--- src/core/mtax_consts.vh ---
// Constants for the timer A / timer X block: register offsets, field positions,
// reset values and mode codes. Definitions only.
`ifndef MTAX_CONSTS_VH
`define MTAX_CONSTS_VH

// Register offsets (8-bit address, 8-bit data)
`define MTAX_OFS_TA_LOW    8'h00
`define MTAX_OFS_TA_HIGH   8'h01
`define MTAX_OFS_TA_MODE   8'h02
`define MTAX_OFS_PRE_X     8'h03
`define MTAX_OFS_TX_CNT    8'h04
`define MTAX_OFS_TX_MODE   8'h05
`define MTAX_OFS_IRQ       8'h06

// Timer A mode register fields
`define MTAX_TA_MODE_LSB   0
`define MTAX_TA_EDGE_BIT   2
`define MTAX_TA_STOP_BIT   3
`define MTAX_TA_SRC_LSB    4

// Timer X mode register fields
`define MTAX_TX_MODE_LSB   0
`define MTAX_TX_EDGE_BIT   2
`define MTAX_TX_STOP_BIT   3
`define MTAX_TX_WCTL_BIT   4
`define MTAX_TX_COMP_BIT   5
`define MTAX_TX_SRC_LSB    6

// Request flag positions
`define MTAX_IRQ_TA_UF     0
`define MTAX_IRQ_CAP_A     1
`define MTAX_IRQ_TX_UF     2
`define MTAX_IRQ_PIN_X     3

// Mode codes, timer A
`define MTAX_TA_TIMER      2'h0
`define MTAX_TA_PERIOD     2'h1
`define MTAX_TA_EVENT      2'h2
`define MTAX_TA_PULSE_HL   2'h3

// Mode codes, timer X
`define MTAX_TX_TIMER      2'h0
`define MTAX_TX_PULSE_OUT  2'h1
`define MTAX_TX_EVENT      2'h2
`define MTAX_TX_PW_MEAS    2'h3

// Reset values
`define MTAX_RST_TA        16'hffff
`define MTAX_RST_X         8'hff
`define MTAX_RST_MODE      8'h00

`endif

--- src/core/mtax_timers.v ---
// Timer A (16-bit) and timer X (8-bit with 8-bit prescaler) with reload latches.
// Assumes a single 100 MHz clock, a plain register port from the CPU, and
// asynchronous pin inputs that are synchronised here.
//
// Summary of operation
// RULE1: Timer A is 16-bit down counter with latch
// RULE2: Zero then next count underflows and reloads
// RULE3: Reload value n divides source by n+1
// RULE4: Period mode: pin edge requests and reloads
// RULE5: Captured value held until timer A read
// RULE6: Event mode counts capture pin edges
// RULE7: Pulse HL mode requests on both edges
// RULE8: Edge bit 0 falling, 1 rising
// RULE9: Timer A stop bit halts counting
// RULE10: Timer A underflow sets its request
// RULE11: Timer X counts prescaler underflows, both reload
// RULE12: Write control picks latch only or both
// RULE13: Division is (n+1) times (m+1)
// RULE14: Pulse output toggles on timer X underflow
// RULE15: Edge bit 0 starts high, 1 low
// RULE16: Complementary pin drives inverted pulse output
// RULE17: Timer X event mode counts pin edges
// RULE18: Pulse width mode gates count by pin level
// RULE19: Timer X stop bit halts counting
// RULE20: Timer X underflow sets its request
// RULE21: Pin X request on falling or rising edge
// RULE22: Software writes low first, reads high first
// RULE23: Two-bit mode field selects four modes
`include "mtax_consts.vh"

module mtax_timers #(
  parameter AW = 8,
  parameter DW = 8
) (
  input  wire          clock,
  input  wire          nrst,
  input  wire [AW-1:0] addr,
  input  wire [DW-1:0] wdata,
  input  wire          wr,
  input  wire          rd,
  output reg  [DW-1:0] rdata,
  input  wire          capture_pin_a,
  input  wire          io_pin_x_in,
  output wire          io_pin_x_out,
  output wire          io_pin_x_oe,
  output wire          inverted_out_x,
  output wire          inverted_out_x_oe,
  output wire          irq_timer_a,
  output wire          irq_capture_a,
  output wire          irq_timer_x,
  output wire          irq_pin_x
);

  ////////////////////////////////////////////////////////////////////////////
  // Count source selection from a free-running divider

  reg  [7:0] div_r;
  reg  [7:0] div_prev_r;

  function src_tick;
    input [1:0] sel;
    input [7:0] cur;
    input [7:0] prev;
    begin
      case (sel)
        2'h0:    src_tick = 1'b1;
        2'h1:    src_tick = cur[0] & ~prev[0];
        2'h2:    src_tick = cur[2] & ~prev[2];
        default: src_tick = cur[3] & ~prev[3];
      endcase
    end
  endfunction

  always @(posedge clock) begin
    if (!nrst) begin
      div_r      <= 8'h00;
      div_prev_r <= 8'h00;
    end else begin
      div_r      <= div_r + 8'h01;
      div_prev_r <= div_r;
    end
  end

  ////////////////////////////////////////////////////////////////////////////
  // Pin synchronisers and edge detection

  reg  [2:0] cap_sync_r;
  reg  [2:0] pinx_sync_r;

  always @(posedge clock) begin
    if (!nrst) begin
      cap_sync_r  <= 3'h7;
      pinx_sync_r <= 3'h7;
    end else begin
      cap_sync_r  <= {cap_sync_r[1:0], capture_pin_a};
      pinx_sync_r <= {pinx_sync_r[1:0], io_pin_x_in};
    end
  end

  wire cap_rise  = cap_sync_r[1] & ~cap_sync_r[2];
  wire cap_fall  = ~cap_sync_r[1] & cap_sync_r[2];
  wire pinx_rise = pinx_sync_r[1] & ~pinx_sync_r[2];
  wire pinx_fall = ~pinx_sync_r[1] & pinx_sync_r[2];
  wire pinx_lvl  = pinx_sync_r[2];

  ////////////////////////////////////////////////////////////////////////////
  // Mode registers

  reg  [7:0] ta_mode_r;
  reg  [7:0] tx_mode_r;

  wire [1:0] ta_mode = ta_mode_r[`MTAX_TA_MODE_LSB+1:`MTAX_TA_MODE_LSB];  // [RULE23]
  wire       ta_edge = ta_mode_r[`MTAX_TA_EDGE_BIT];
  wire       ta_stop = ta_mode_r[`MTAX_TA_STOP_BIT];
  wire [1:0] ta_src  = ta_mode_r[`MTAX_TA_SRC_LSB+1:`MTAX_TA_SRC_LSB];
  wire [1:0] tx_mode = tx_mode_r[`MTAX_TX_MODE_LSB+1:`MTAX_TX_MODE_LSB];  // [RULE23]
  wire       tx_edge = tx_mode_r[`MTAX_TX_EDGE_BIT];
  wire       tx_stop = tx_mode_r[`MTAX_TX_STOP_BIT];
  wire       tx_wctl = tx_mode_r[`MTAX_TX_WCTL_BIT];
  wire       tx_comp = tx_mode_r[`MTAX_TX_COMP_BIT];
  wire [1:0] tx_src  = tx_mode_r[`MTAX_TX_SRC_LSB+1:`MTAX_TX_SRC_LSB];

  wire wr_ta_lo  = wr && (addr == `MTAX_OFS_TA_LOW);
  wire wr_ta_hi  = wr && (addr == `MTAX_OFS_TA_HIGH);
  wire wr_ta_md  = wr && (addr == `MTAX_OFS_TA_MODE);
  wire wr_pre    = wr && (addr == `MTAX_OFS_PRE_X);
  wire wr_tx     = wr && (addr == `MTAX_OFS_TX_CNT);
  wire wr_tx_md  = wr && (addr == `MTAX_OFS_TX_MODE);
  wire wr_irq    = wr && (addr == `MTAX_OFS_IRQ);
  wire rd_ta_hi  = rd && (addr == `MTAX_OFS_TA_HIGH);
  wire rd_ta_lo  = rd && (addr == `MTAX_OFS_TA_LOW);

  always @(posedge clock) begin
    if (!nrst) begin
      ta_mode_r <= `MTAX_RST_MODE;
      tx_mode_r <= `MTAX_RST_MODE;
    end else begin
      if (wr_ta_md)
        ta_mode_r <= wdata;
      if (wr_tx_md)
        tx_mode_r <= wdata;
    end
  end

  ////////////////////////////////////////////////////////////////////////////
  // Timer A

  reg  [15:0] ta_cnt_r;
  reg  [15:0] ta_latch_r;
  reg  [7:0]  ta_wbuf_r;
  reg  [7:0]  ta_rbuf_r;
  reg  [15:0] ta_cap_r;
  reg         ta_hold_r;

  wire ta_measure = (ta_mode == `MTAX_TA_PERIOD) || (ta_mode == `MTAX_TA_PULSE_HL);
  wire ta_sel_edge = ta_edge ? cap_rise : cap_fall;                                    // [RULE8]
  wire ta_trig = (ta_mode == `MTAX_TA_PULSE_HL) ? (cap_rise | cap_fall) :              // [RULE7]
                 (ta_mode == `MTAX_TA_PERIOD)   ? ta_sel_edge : 1'b0;                   // [RULE4]
  wire ta_tick = (ta_mode == `MTAX_TA_EVENT) ? ta_sel_edge : src_tick(ta_src, div_r, div_prev_r); // [RULE6]
  wire ta_run  = ~ta_stop;                                                              // [RULE9]
  wire ta_uf   = ta_run && ta_tick && !ta_trig && (ta_cnt_r == 16'h0000);               // [RULE2]
  wire cap_req = ta_mode == `MTAX_TA_PULSE_HL ? (cap_rise | cap_fall) : ta_sel_edge;    // [RULE8]
  wire [15:0] ta_view = ta_measure ? ta_cap_r : ta_cnt_r;

  always @(posedge clock) begin
    if (!nrst) begin
      ta_cnt_r   <= `MTAX_RST_TA;
      ta_latch_r <= `MTAX_RST_TA;
      ta_wbuf_r  <= 8'h00;
      ta_rbuf_r  <= 8'h00;
      ta_cap_r   <= 16'h0000;
      ta_hold_r  <= 1'b0;
    end else begin
      if (wr_ta_lo)
        ta_wbuf_r <= wdata;                                       // [RULE22]
      if (rd_ta_hi)
        ta_rbuf_r <= ta_view[7:0];                                // [RULE22]
      if (wr_ta_hi) begin
        ta_latch_r <= {wdata, ta_wbuf_r};                         // [RULE1]
        ta_cnt_r   <= {wdata, ta_wbuf_r};
      end else if (ta_run && ta_trig) begin
        ta_cnt_r <= ta_latch_r;                                   // [RULE4]
      end else if (ta_run && ta_tick) begin
        if (ta_cnt_r == 16'h0000)
          ta_cnt_r <= ta_latch_r;                                 // [RULE2] [RULE3]
        else
          ta_cnt_r <= ta_cnt_r - 16'h0001;                        // [RULE1]
      end
      if (ta_run && ta_trig && !ta_hold_r) begin
        ta_cap_r  <= ta_cnt_r;                                    // [RULE5]
        ta_hold_r <= 1'b1;
      end else if (rd_ta_lo || !ta_measure) begin
        ta_hold_r <= 1'b0;                                        // [RULE5]
      end
    end
  end

  ////////////////////////////////////////////////////////////////////////////
  // Timer X and prescaler X

  reg  [7:0] pre_cnt_r;
  reg  [7:0] pre_latch_r;
  reg  [7:0] tx_cnt_r;
  reg  [7:0] tx_latch_r;
  reg        pulse_r;

  wire tx_sel_edge = tx_edge ? pinx_rise : pinx_fall;                                  // [RULE21]
  wire tx_gate     = tx_edge ? ~pinx_lvl : pinx_lvl;                                    // [RULE18]
  wire tx_src_tick = src_tick(tx_src, div_r, div_prev_r);
  wire pre_tick    = (tx_mode == `MTAX_TX_EVENT)   ? tx_sel_edge :                     // [RULE17]
                     (tx_mode == `MTAX_TX_PW_MEAS) ? (tx_src_tick & tx_gate) :          // [RULE18]
                     tx_src_tick;
  wire tx_run  = ~tx_stop;                                                              // [RULE19]
  wire pre_uf  = tx_run && pre_tick && (pre_cnt_r == 8'h00);                            // [RULE13]
  wire tx_uf   = pre_uf && (tx_cnt_r == 8'h00);                                         // [RULE11]
  wire tx_pulse_mode = (tx_mode == `MTAX_TX_PULSE_OUT);

  always @(posedge clock) begin
    if (!nrst) begin
      pre_cnt_r   <= `MTAX_RST_X;
      pre_latch_r <= `MTAX_RST_X;
      tx_cnt_r    <= `MTAX_RST_X;
      tx_latch_r  <= `MTAX_RST_X;
      pulse_r     <= 1'b1;
    end else begin
      if (wr_pre) begin
        pre_latch_r <= wdata;                                     // [RULE12]
        if (!tx_wctl)
          pre_cnt_r <= wdata;
      end else if (tx_run && pre_tick) begin
        if (pre_cnt_r == 8'h00)
          pre_cnt_r <= pre_latch_r;                               // [RULE11]
        else
          pre_cnt_r <= pre_cnt_r - 8'h01;
      end
      if (wr_tx) begin
        tx_latch_r <= wdata;                                      // [RULE12]
        if (!tx_wctl)
          tx_cnt_r <= wdata;
      end else if (pre_uf) begin
        if (tx_cnt_r == 8'h00)
          tx_cnt_r <= tx_latch_r;                                 // [RULE11] [RULE13]
        else
          tx_cnt_r <= tx_cnt_r - 8'h01;
      end
      if (!tx_pulse_mode || wr_tx_md)
        pulse_r <= ~(wr_tx_md ? wdata[`MTAX_TX_EDGE_BIT] : tx_edge); // [RULE15]
      else if (tx_uf)
        pulse_r <= ~pulse_r;                                      // [RULE14]
    end
  end

  assign io_pin_x_out      = pulse_r;
  assign io_pin_x_oe       = tx_pulse_mode;
  assign inverted_out_x    = ~pulse_r;                            // [RULE16]
  assign inverted_out_x_oe = tx_comp;                             // [RULE16]

  ////////////////////////////////////////////////////////////////////////////
  // Request flags: set wins over write-one-to-clear

  reg  [3:0] irq_r;
  wire [3:0] irq_set;

  assign irq_set[`MTAX_IRQ_TA_UF] = ta_uf;                        // [RULE10]
  assign irq_set[`MTAX_IRQ_CAP_A] = cap_req;                      // [RULE4] [RULE7] [RULE8]
  assign irq_set[`MTAX_IRQ_TX_UF] = tx_uf;                        // [RULE20]
  assign irq_set[`MTAX_IRQ_PIN_X] = tx_sel_edge;                  // [RULE21]

  genvar gi;
  generate
    for (gi = 0; gi < 4; gi = gi + 1) begin : g_irq
      always @(posedge clock) begin
        if (!nrst)
          irq_r[gi] <= 1'b0;
        else if (irq_set[gi])
          irq_r[gi] <= 1'b1;
        else if (wr_irq && wdata[gi])
          irq_r[gi] <= 1'b0;
      end
    end
  endgenerate

  assign irq_timer_a   = irq_r[`MTAX_IRQ_TA_UF];
  assign irq_capture_a = irq_r[`MTAX_IRQ_CAP_A];
  assign irq_timer_x   = irq_r[`MTAX_IRQ_TX_UF];
  assign irq_pin_x     = irq_r[`MTAX_IRQ_PIN_X];

  ////////////////////////////////////////////////////////////////////////////
  // Read data, one cycle after the strobe

  always @(posedge clock) begin
    if (!nrst) begin
      rdata <= 8'h00;
    end else if (rd) begin
      case (addr)
        `MTAX_OFS_TA_LOW:  rdata <= ta_rbuf_r;                    // [RULE22]
        `MTAX_OFS_TA_HIGH: rdata <= ta_view[15:8];                // [RULE5]
        `MTAX_OFS_TA_MODE: rdata <= ta_mode_r;
        `MTAX_OFS_PRE_X:   rdata <= pre_cnt_r;                    // [RULE12]
        `MTAX_OFS_TX_CNT:  rdata <= tx_cnt_r;                     // [RULE12]
        `MTAX_OFS_TX_MODE: rdata <= tx_mode_r;
        `MTAX_OFS_IRQ:     rdata <= {4'h0, irq_r};
        default:           rdata <= 8'h00;
      endcase
    end else begin
      rdata <= 8'h00;
    end
  end

endmodule // mtax_timers

--- config.mk ---
export PLATFORM = sky130hd
export DESIGN_NAME = mtax_timers
export DESIGN_NICKNAME = d
export VERILOG_FILES = /design/src/core/mtax_timers.v
export VERILOG_INCLUDE_DIRS = /design/src /design/src/core
export SDC_FILE = /design/constraint.sdc
export NUM_CORES = 1
export LEC_CHECK = 0
export BUFFER_PORTS_ARGS = -buffer_cell sky130_fd_sc_hd__buf_4
export CAP_MARGIN = 25
export CORE_MARGIN = 2
export CORE_UTILIZATION = 23
export CTS_CLUSTER_DIAMETER = 200
export DETAILED_ROUTE_END_ITERATION = 8
export PLACE_DENSITY = 0.37
export SYNTH_ARGS = -nofsm -noshare
export SYNTH_HDL_FRONTEND = slang
export SYNTH_SLANG_ARGS = --single-unit
--- constraint.sdc ---
create_clock -name clock -period 3.68 [get_ports clock]
set_clock_uncertainty 0.1 [all_clocks]
set_input_delay 0.736 -clock clock [delete_from_list [all_inputs] [get_ports clock]]
set_output_delay 0.736 -clock clock [all_outputs]
set_load 0.1 [all_outputs]
=== Word level (Yosys, flattened, before mapping) ===
Index checks and enable logic that the tools add are counted.

* Reduce and logical (&&, ||, !) cells: 46
* Add/subtract/negate cells: 4
* Equal/unequal tests: 18
* Bitwise operators: 20
* Muxes and demuxes: 37

{| class="wikitable"
|+ Operator list
! kind !! count
|-
| $mux 16 || 5
|-
| $mux 8 || 7
|-
| $pmux 8 s7 || 1
|-
| $eq 8x3->1 const B || 3
|-
| $logic_not 8->1 || 3
|-
| $mux 1 || 22
|-
| $logic_and 1x1->1 || 21
|-
| $eq 8x2->1 const B || 2
|-
| $logic_not 16->1 || 1
|-
| $reduce_bool 2->1 || 8
|-
| $sub 16x1->16 const B || 1
|-
| $sub 8x1->8 const B || 2
|-
| $eq 2x2->1 const B || 6
|-
| $not 1->1 || 11
|-
| $add 8x1->8 const B || 1
|-
| $and 1x1->1 || 8
|-
| $eq 2x1->1 const B || 4
|-
| $eq 8x1->1 const B || 1
|-
| $pmux 1 s3 || 2
|-
| $reduce_and 2->1 || 3
|-
| $logic_not 1->1 || 4
|-
| $logic_not 2->1 || 2
|-
| $ne 2x2->1 const B || 2
|-
| $logic_or 1x1->1 || 3
|-
| other kinds (2) || 2
|}

* Register bits after elaboration: 144
* Output and inout port bits: 16
* Input port bits: 22

=== Logic depth before layout (Yosys ltp) ===
* Depth after elaboration: 11
* Depth in mapped cells: 10

=== Least setup slack after synthesis ===
No wires, ideal clock.

* Path kind: input port to flip-flop
* Start: in addr[5]
* End: reg ta_cnt_r[0]
* Setup time: 122 ps
* Path buffers: 2
* Data required time: 3,458 ps
* Stages on the path: 7
* Arrival: 2,722 ps
* Path slack: 736 ps
* Cell sequence: or4_1 -> nor3_1 -> and3_1 -> clkbuf_1 -> clkbuf_1 -> nor3_1 -> a311o_1

* Cells in the longest elaborated chain, start to end: 3
* Elaborated cells between the ends (all ways): 4

{| class="wikitable"
|+ Ends and longest elaborated chain
! item !! RTL line !! text
|-
| start: declaration || mtax_timers.v:37 || <nowiki>input wire [AW-1:0] addr,</nowiki>
|-
| $eq 8x1->1 (*) || - ||
|-
| $logic_and 1x1->1 (*) || mtax_timers.v:124 || <nowiki>wire wr_ta_hi = wr && (addr == `MTAX_OFS_TA_HIGH);</nowiki>
|-
| $reduce_bool 3->1 (no source line) or $mux 16 (tied branches) || - ||
|-
| end signal: assignment || mtax_timers.v:167 || <nowiki>ta_cnt_r <= `MTAX_RST_TA;</nowiki>
|-
| end signal: assignment || mtax_timers.v:180 || <nowiki>ta_cnt_r <= {wdata, ta_wbuf_r};</nowiki>
|-
| end signal: assignment || mtax_timers.v:182 || <nowiki>ta_cnt_r <= ta_latch_r;</nowiki>
|-
| end: declaration || mtax_timers.v:148 || <nowiki>reg [15:0] ta_cnt_r;</nowiki>
|}

Mark *: on every way between the ends. The rest lies on a longest branch, timed or not.
A chain may end at the register's enable or synchronous reset.

=== Worst setup path in the final report ===
* Start: reg ta_cnt_r[4]
* End: reg ta_cnt_r[11]

* Cells in the longest elaborated chain, start to end: 5
* Elaborated cells between the ends (all ways): 6

{| class="wikitable"
|+ Ends and longest elaborated chain
! item !! RTL line !! text
|-
| $sub 16x1->16 or $logic_not 16->1 (tied branches) || mtax_timers.v:187, mtax_timers.v:184 ||
|-
| $mux 16 (*) || mtax_timers.v:184 || <nowiki>if (ta_cnt_r == 16'h0000)</nowiki>
|-
| $mux 16 (*) || mtax_timers.v:183 || <nowiki>end else if (ta_run && ta_tick) begin</nowiki>
|-
| $mux 16 (*) || mtax_timers.v:181 || <nowiki>end else if (ta_run && ta_trig) begin</nowiki>
|-
| $mux 16 (*) || mtax_timers.v:178 || <nowiki>if (wr_ta_hi) begin</nowiki>
|}

Mark *: on every way between the ends. The rest lies on a longest branch, timed or not. The select of a mux whose other input is x is not followed.

==> run summary <==
The number of vias after detailed routing is 6158, and the floorplan core area is 0.0295 sq mm. For this run, the slowest stage of the critical path takes 0.60 ns. Measured along the x axis, the die boundary spans 177 microns. The synthesized design contains 0 enable-type register cells. The proportion of synthesized flip-flops having asynchronous set or reset is 0%, and the final instance count without filler cells is 1283. By startpoint and endpoint, the worst setup path is classified as flip-flop to flip-flop.

A synthesized cell averages 8.00 sq um. The flow ran to the end, and the final reports show no timing, DRC or antenna violations. Maximum number of buffers from clock root to sink: 2.

For the pin with the worst max-slew slack, the measured transition is 0.823 ns. Summed over all failing endpoints, the final setup total negative slack is 0 ns. Once placement finished, the instance area stood at 0.00759 sq mm. Wires add up to 24200 microns. The run gives 17600 microns as the post-detailed-placement half-perimeter wirelength. At the worst endpoint, the arrival time is 3.15 ns. The number of rows in the core area is 63, and the post-detailed-route via-to-cell ratio is 4.80. For the worst-skew pair, the clock arrives at the later sink with an insertion delay of 0.43 ns.

The run gives 0 as the max-slew violation count. The depth of the CTS H-tree came out at 4. Derived from the worst setup path, the maximum achievable clock frequency is 341 MHz. The total of endpoints with negative setup slack in the final report is 0, and the detailed router's first-iteration violation count is 319. The area growth from synthesis to layout is 19.3%. The number of diodes added for antenna fixing is 0, and the first-pass iteration count of the detailed router is 4. Among the stages of the critical path, the cell type that occurs most often is sky130_fd_sc_hd__or4_1. STA classifies the critical path endpoint as a flip-flop.

Entering global routing, the biggest net connects 49 pins. In the routed design, unresolved DRC markers number 0. The completed layout was analyzed and its total power is 3.39 mW.

IR analysis of the VDD net gives a maximum drop of 0.299 mV. Post-CTS repair changed the size of 0 cells. The floorplan step set the die height to 177 microns. Hold repair after CTS inserted 0 buffers. The synthesized flop and latch total was 139.

For the number of antenna violations at the first check in global routing, the log shows 0. After clock tree synthesis, the setup repair step added 0 buffers. The tools report the wire length of the first global-routing pass as 37500 microns. After detailed routing, the average wire length per cell comes to 18.8 microns. The tightest min-delay check is of the flip-flop to flip-flop type.

The worst path uses 79.7% of the clock period. The sequential fraction of the synthesis area came out at 40.7%. The power density of the placed cells was 416 mW/mm^2. The warning count from the yosys run came out at 0. The post-route minimum period is 2.93 ns, and the CTS clock-pin slew for the worst setup and hold paths is 0.06 ns.

Synthesis produced a netlist whose cell count is 855. TritonCTS created 17 clock buffers. In this run the tool buffered the top-level ports with 37 buffer cells. The tools report the final standard cell area without fillers as 0.00816 sq mm.

The pre-CTS setup slack was 0.506 ns. The run gives 0.767 as the global placement routability congestion. The signal on the critical path passes through or4_4 -> or4_1 -> o21ai_2 -> or4_1 -> a21oi_1 -> a311o_1. The root buffer cell chosen for the clock tree is sky130_fd_sc_hd__clkbuf_16. The logs give 72 for the count of unique library cells instantiated by Yosys and 0.00684 sq mm for the cell area after technology mapping. In the global route stage, overall resource usage came out at 16.0%. Worst-path cell with the longest stage delay: sky130_fd_sc_hd__or4_4. The largest total area in the synthesized netlist belongs to sky130_fd_sc_hd__dfxtp_1.

The count of nets left with antenna violations once routing finished came out at 0. Data on the critical path is required at its endpoint by 3.90 ns. Total die area: 0.0312 sq mm. 38 I/O pins were placed.

In this run, placement finished with an instance count of 1251. The worst pin sits at a relative slew slack of 45.0%. Setup repair after global routing left no endpoint under its margin. STA classifies the critical path startpoint as a flip-flop.

The top-area cell type share of the netlist area was 40.7%. The largest fanout of any net on the critical path works out to 14. Fill cells in the final layout number 3289. The tools report the leakage power figure as 3.07 nW.

The prevailing post-synth register cell was sky130_fd_sc_hd__dfxtp_1. After global routing the overflow that remains totals 0. The number of clock sinks seen by CTS was 139. Once the floorplan was initialized, standard cells occupied 23.2% of the core. The number of nets produced by synthesis was 886; the share of final-layout standard cells stronger than drive strength 1 was 13.4%. The tools report the number of maximum-capacitance violations as 0. The final hold violation count came out at 0. TritonCTS built the clock tree. The net count of the finished layout is 911. Least setup slack across all paths after layout: 0.746 ns. The number of global-route vias before repair came out at 6072. Ranked by total cell area, the synthesized netlist is headed by sky130_fd_sc_hd__dfxtp_1 41%, sky130_fd_sc_hd__nand2_1 8.0%, sky130_fd_sc_hd__mux2i_1 5.1%, sky130_fd_sc_hd__a21oi_1 4.8%, sky130_fd_sc_hd__nand3_1 3.7%.
-- path summary, 6_finish.rpt --
kind	slack [ns]	depth (start not counted)	start	end
worst max-delay path	0.75	6	ta_cnt_r[4]$_SDFFE_PN1P_	ta_cnt_r[11]$_SDFFE_PN1P_
worst min-delay path	0.30	1	pinx_sync_r[0]$_SDFF_PN1_	pinx_sync_r[1]$_SDFF_PN1_
worst min register to register	0.30	1	pinx_sync_r[0]$_SDFF_PN1_	pinx_sync_r[1]$_SDFF_PN1_
worst max register to register	0.75	6	ta_cnt_r[4]$_SDFFE_PN1P_	ta_cnt_r[11]$_SDFFE_PN1P_
-- layer usage --
metal	part of all wire, %	global-route usage, %	up-vias
met5	0	0	-
met4	1.5	4.34	0
met3	2.5	2.65	25
met2	46	25.4	85
met1	50	22.2	2956
li1	-	-	3092
-- synthesized netlist by cell type (all sizes together), types with 5 or more instances --
library cell    n
buf            11
nor2           68
xor2            7
a41oi           5
and2            7
or2             5
mux2            5
inv            18
a21o            8
nor3           30
o21ai          30
a211oi         13
clkbuf         50
nand3          51
nand2b         15
or4             8
o211ai         11
nor2b          11
a31oi          10
nand2         147
xnor2           7
o311ai          5
a21oi          67
ha              9
a22oi          10
mux2i          35
dfxtp         139
-- stage by stage --
stage | hold slack, ns | utilization [%]
floorplan | 0.286 | -
global placement | 0.295 | 25.8
detailed placement | 0.292 | 25.8
CTS | 0.307 | 27.7
global route | 0.324 | 27.7
finish | 0.304 | 27.7
-- cell usage in the layout, fill, tap and decap left out, types with 5 or more instances in the layout --
cell type | netlist | routed
sky130_fd_sc_hd__dfxtp_1 | 139 | 139
sky130_fd_sc_hd__a21o_1 | 8 | 8
sky130_fd_sc_hd__ha_1 | 9 | 9
sky130_fd_sc_hd__nand2b_1 | 15 | 15
sky130_fd_sc_hd__a41oi_1 | 5 | 5
sky130_fd_sc_hd__inv_1 | 18 | 17
sky130_fd_sc_hd__o21ai_1 | 9 | 9
sky130_fd_sc_hd__or4_1 | 7 | 7
sky130_fd_sc_hd__nor2_1 | 68 | 68
sky130_fd_sc_hd__o211ai_1 | 11 | 11
sky130_fd_sc_hd__a211oi_1 | 13 | 13
sky130_fd_sc_hd__nor3_1 | 30 | 30
sky130_fd_sc_hd__a22oi_1 | 9 | 9
sky130_fd_sc_hd__xor2_1 | 7 | 7
sky130_fd_sc_hd__nand2_1 | 146 | 146
sky130_fd_sc_hd__clkinvlp_4 | 0 | 5
sky130_fd_sc_hd__nor2b_1 | 11 | 11
sky130_fd_sc_hd__a31oi_1 | 10 | 10
sky130_fd_sc_hd__a21oi_1 | 65 | 65
sky130_fd_sc_hd__o21ai_0 | 20 | 20
sky130_fd_sc_hd__or2_2 | 5 | 5
sky130_fd_sc_hd__clkbuf_16 | 0 | 17
sky130_fd_sc_hd__xnor2_1 | 7 | 7
sky130_fd_sc_hd__mux2i_1 | 35 | 35
sky130_fd_sc_hd__and2_1 | 6 | 6
sky130_fd_sc_hd__nand3_1 | 51 | 51
sky130_fd_sc_hd__buf_4 | 0 | 66
-- flip-flops by register name, summed over array words and instances, names as in the netlist, 3 cells and up --
signal and count:
cap_sync_r 3, div_prev_r 3, div_r 4, pinx_sync_r 3, pre_cnt_r 8, pre_latch_r 8
rdata 8, ta_cap_r 16, ta_cnt_r 16, ta_latch_r 16, ta_mode_r 8, ta_rbuf_r 8
ta_wbuf_r 8, tx_cnt_r 8, tx_latch_r 8, tx_mode_r 8
-- kinds of logic (layout without fill, tap and decap cells) --
kind of cell | count (synthesis) | after routing | synth area share, %
and+or+nand+nor | 371 | 371 | 25.3
AOI/OAI and AO/OA | 203 | 203 | 19.8
DFF | 139 | 139 | 40.7
buffers and inverters | 79 | 117 | 4.79
muxes | 40 | 40 | 6.00
xor gates and xnor gates | 14 | 14 | 1.79
adders and majority gates | 9 | 9 | 1.65
-- critical path: cells and delay by family (launching register included) --
| family | cells | cell delay [ns] |
|---|---|---|
| AND/OR/NAND/NOR | 3 | 1.39 |
| flip-flops | 1 | 0.41 |
| AO/OA/AOI/OAI | 3 | 0.93 |
-- where the power goes --
| part | switching, mW | total (mW) | internal [mW] |
|---|---|---|---|
| registers | 0.0188 | 1.54 | 1.52 |
| logic | 0.119 | 0.176 | 0.0579 |
| clock network | 0.711 | 1.68 | 0.967 |
| total | 0.848 | 3.39 | 2.54 |
-- cell type report --
cell class              count  area, sq um  area share (%)
multi-input cells         637         3740            45.8
flip-flops and latches    139         2780            34.1
repair buffers             67          515            6.31
well taps                 390          488            5.98
clock buffers              19          453            5.55
clock inverters            13          118            1.44
inverters                  18         67.6           0.828
Note: power is estimated with default switching activity, not from simulation.
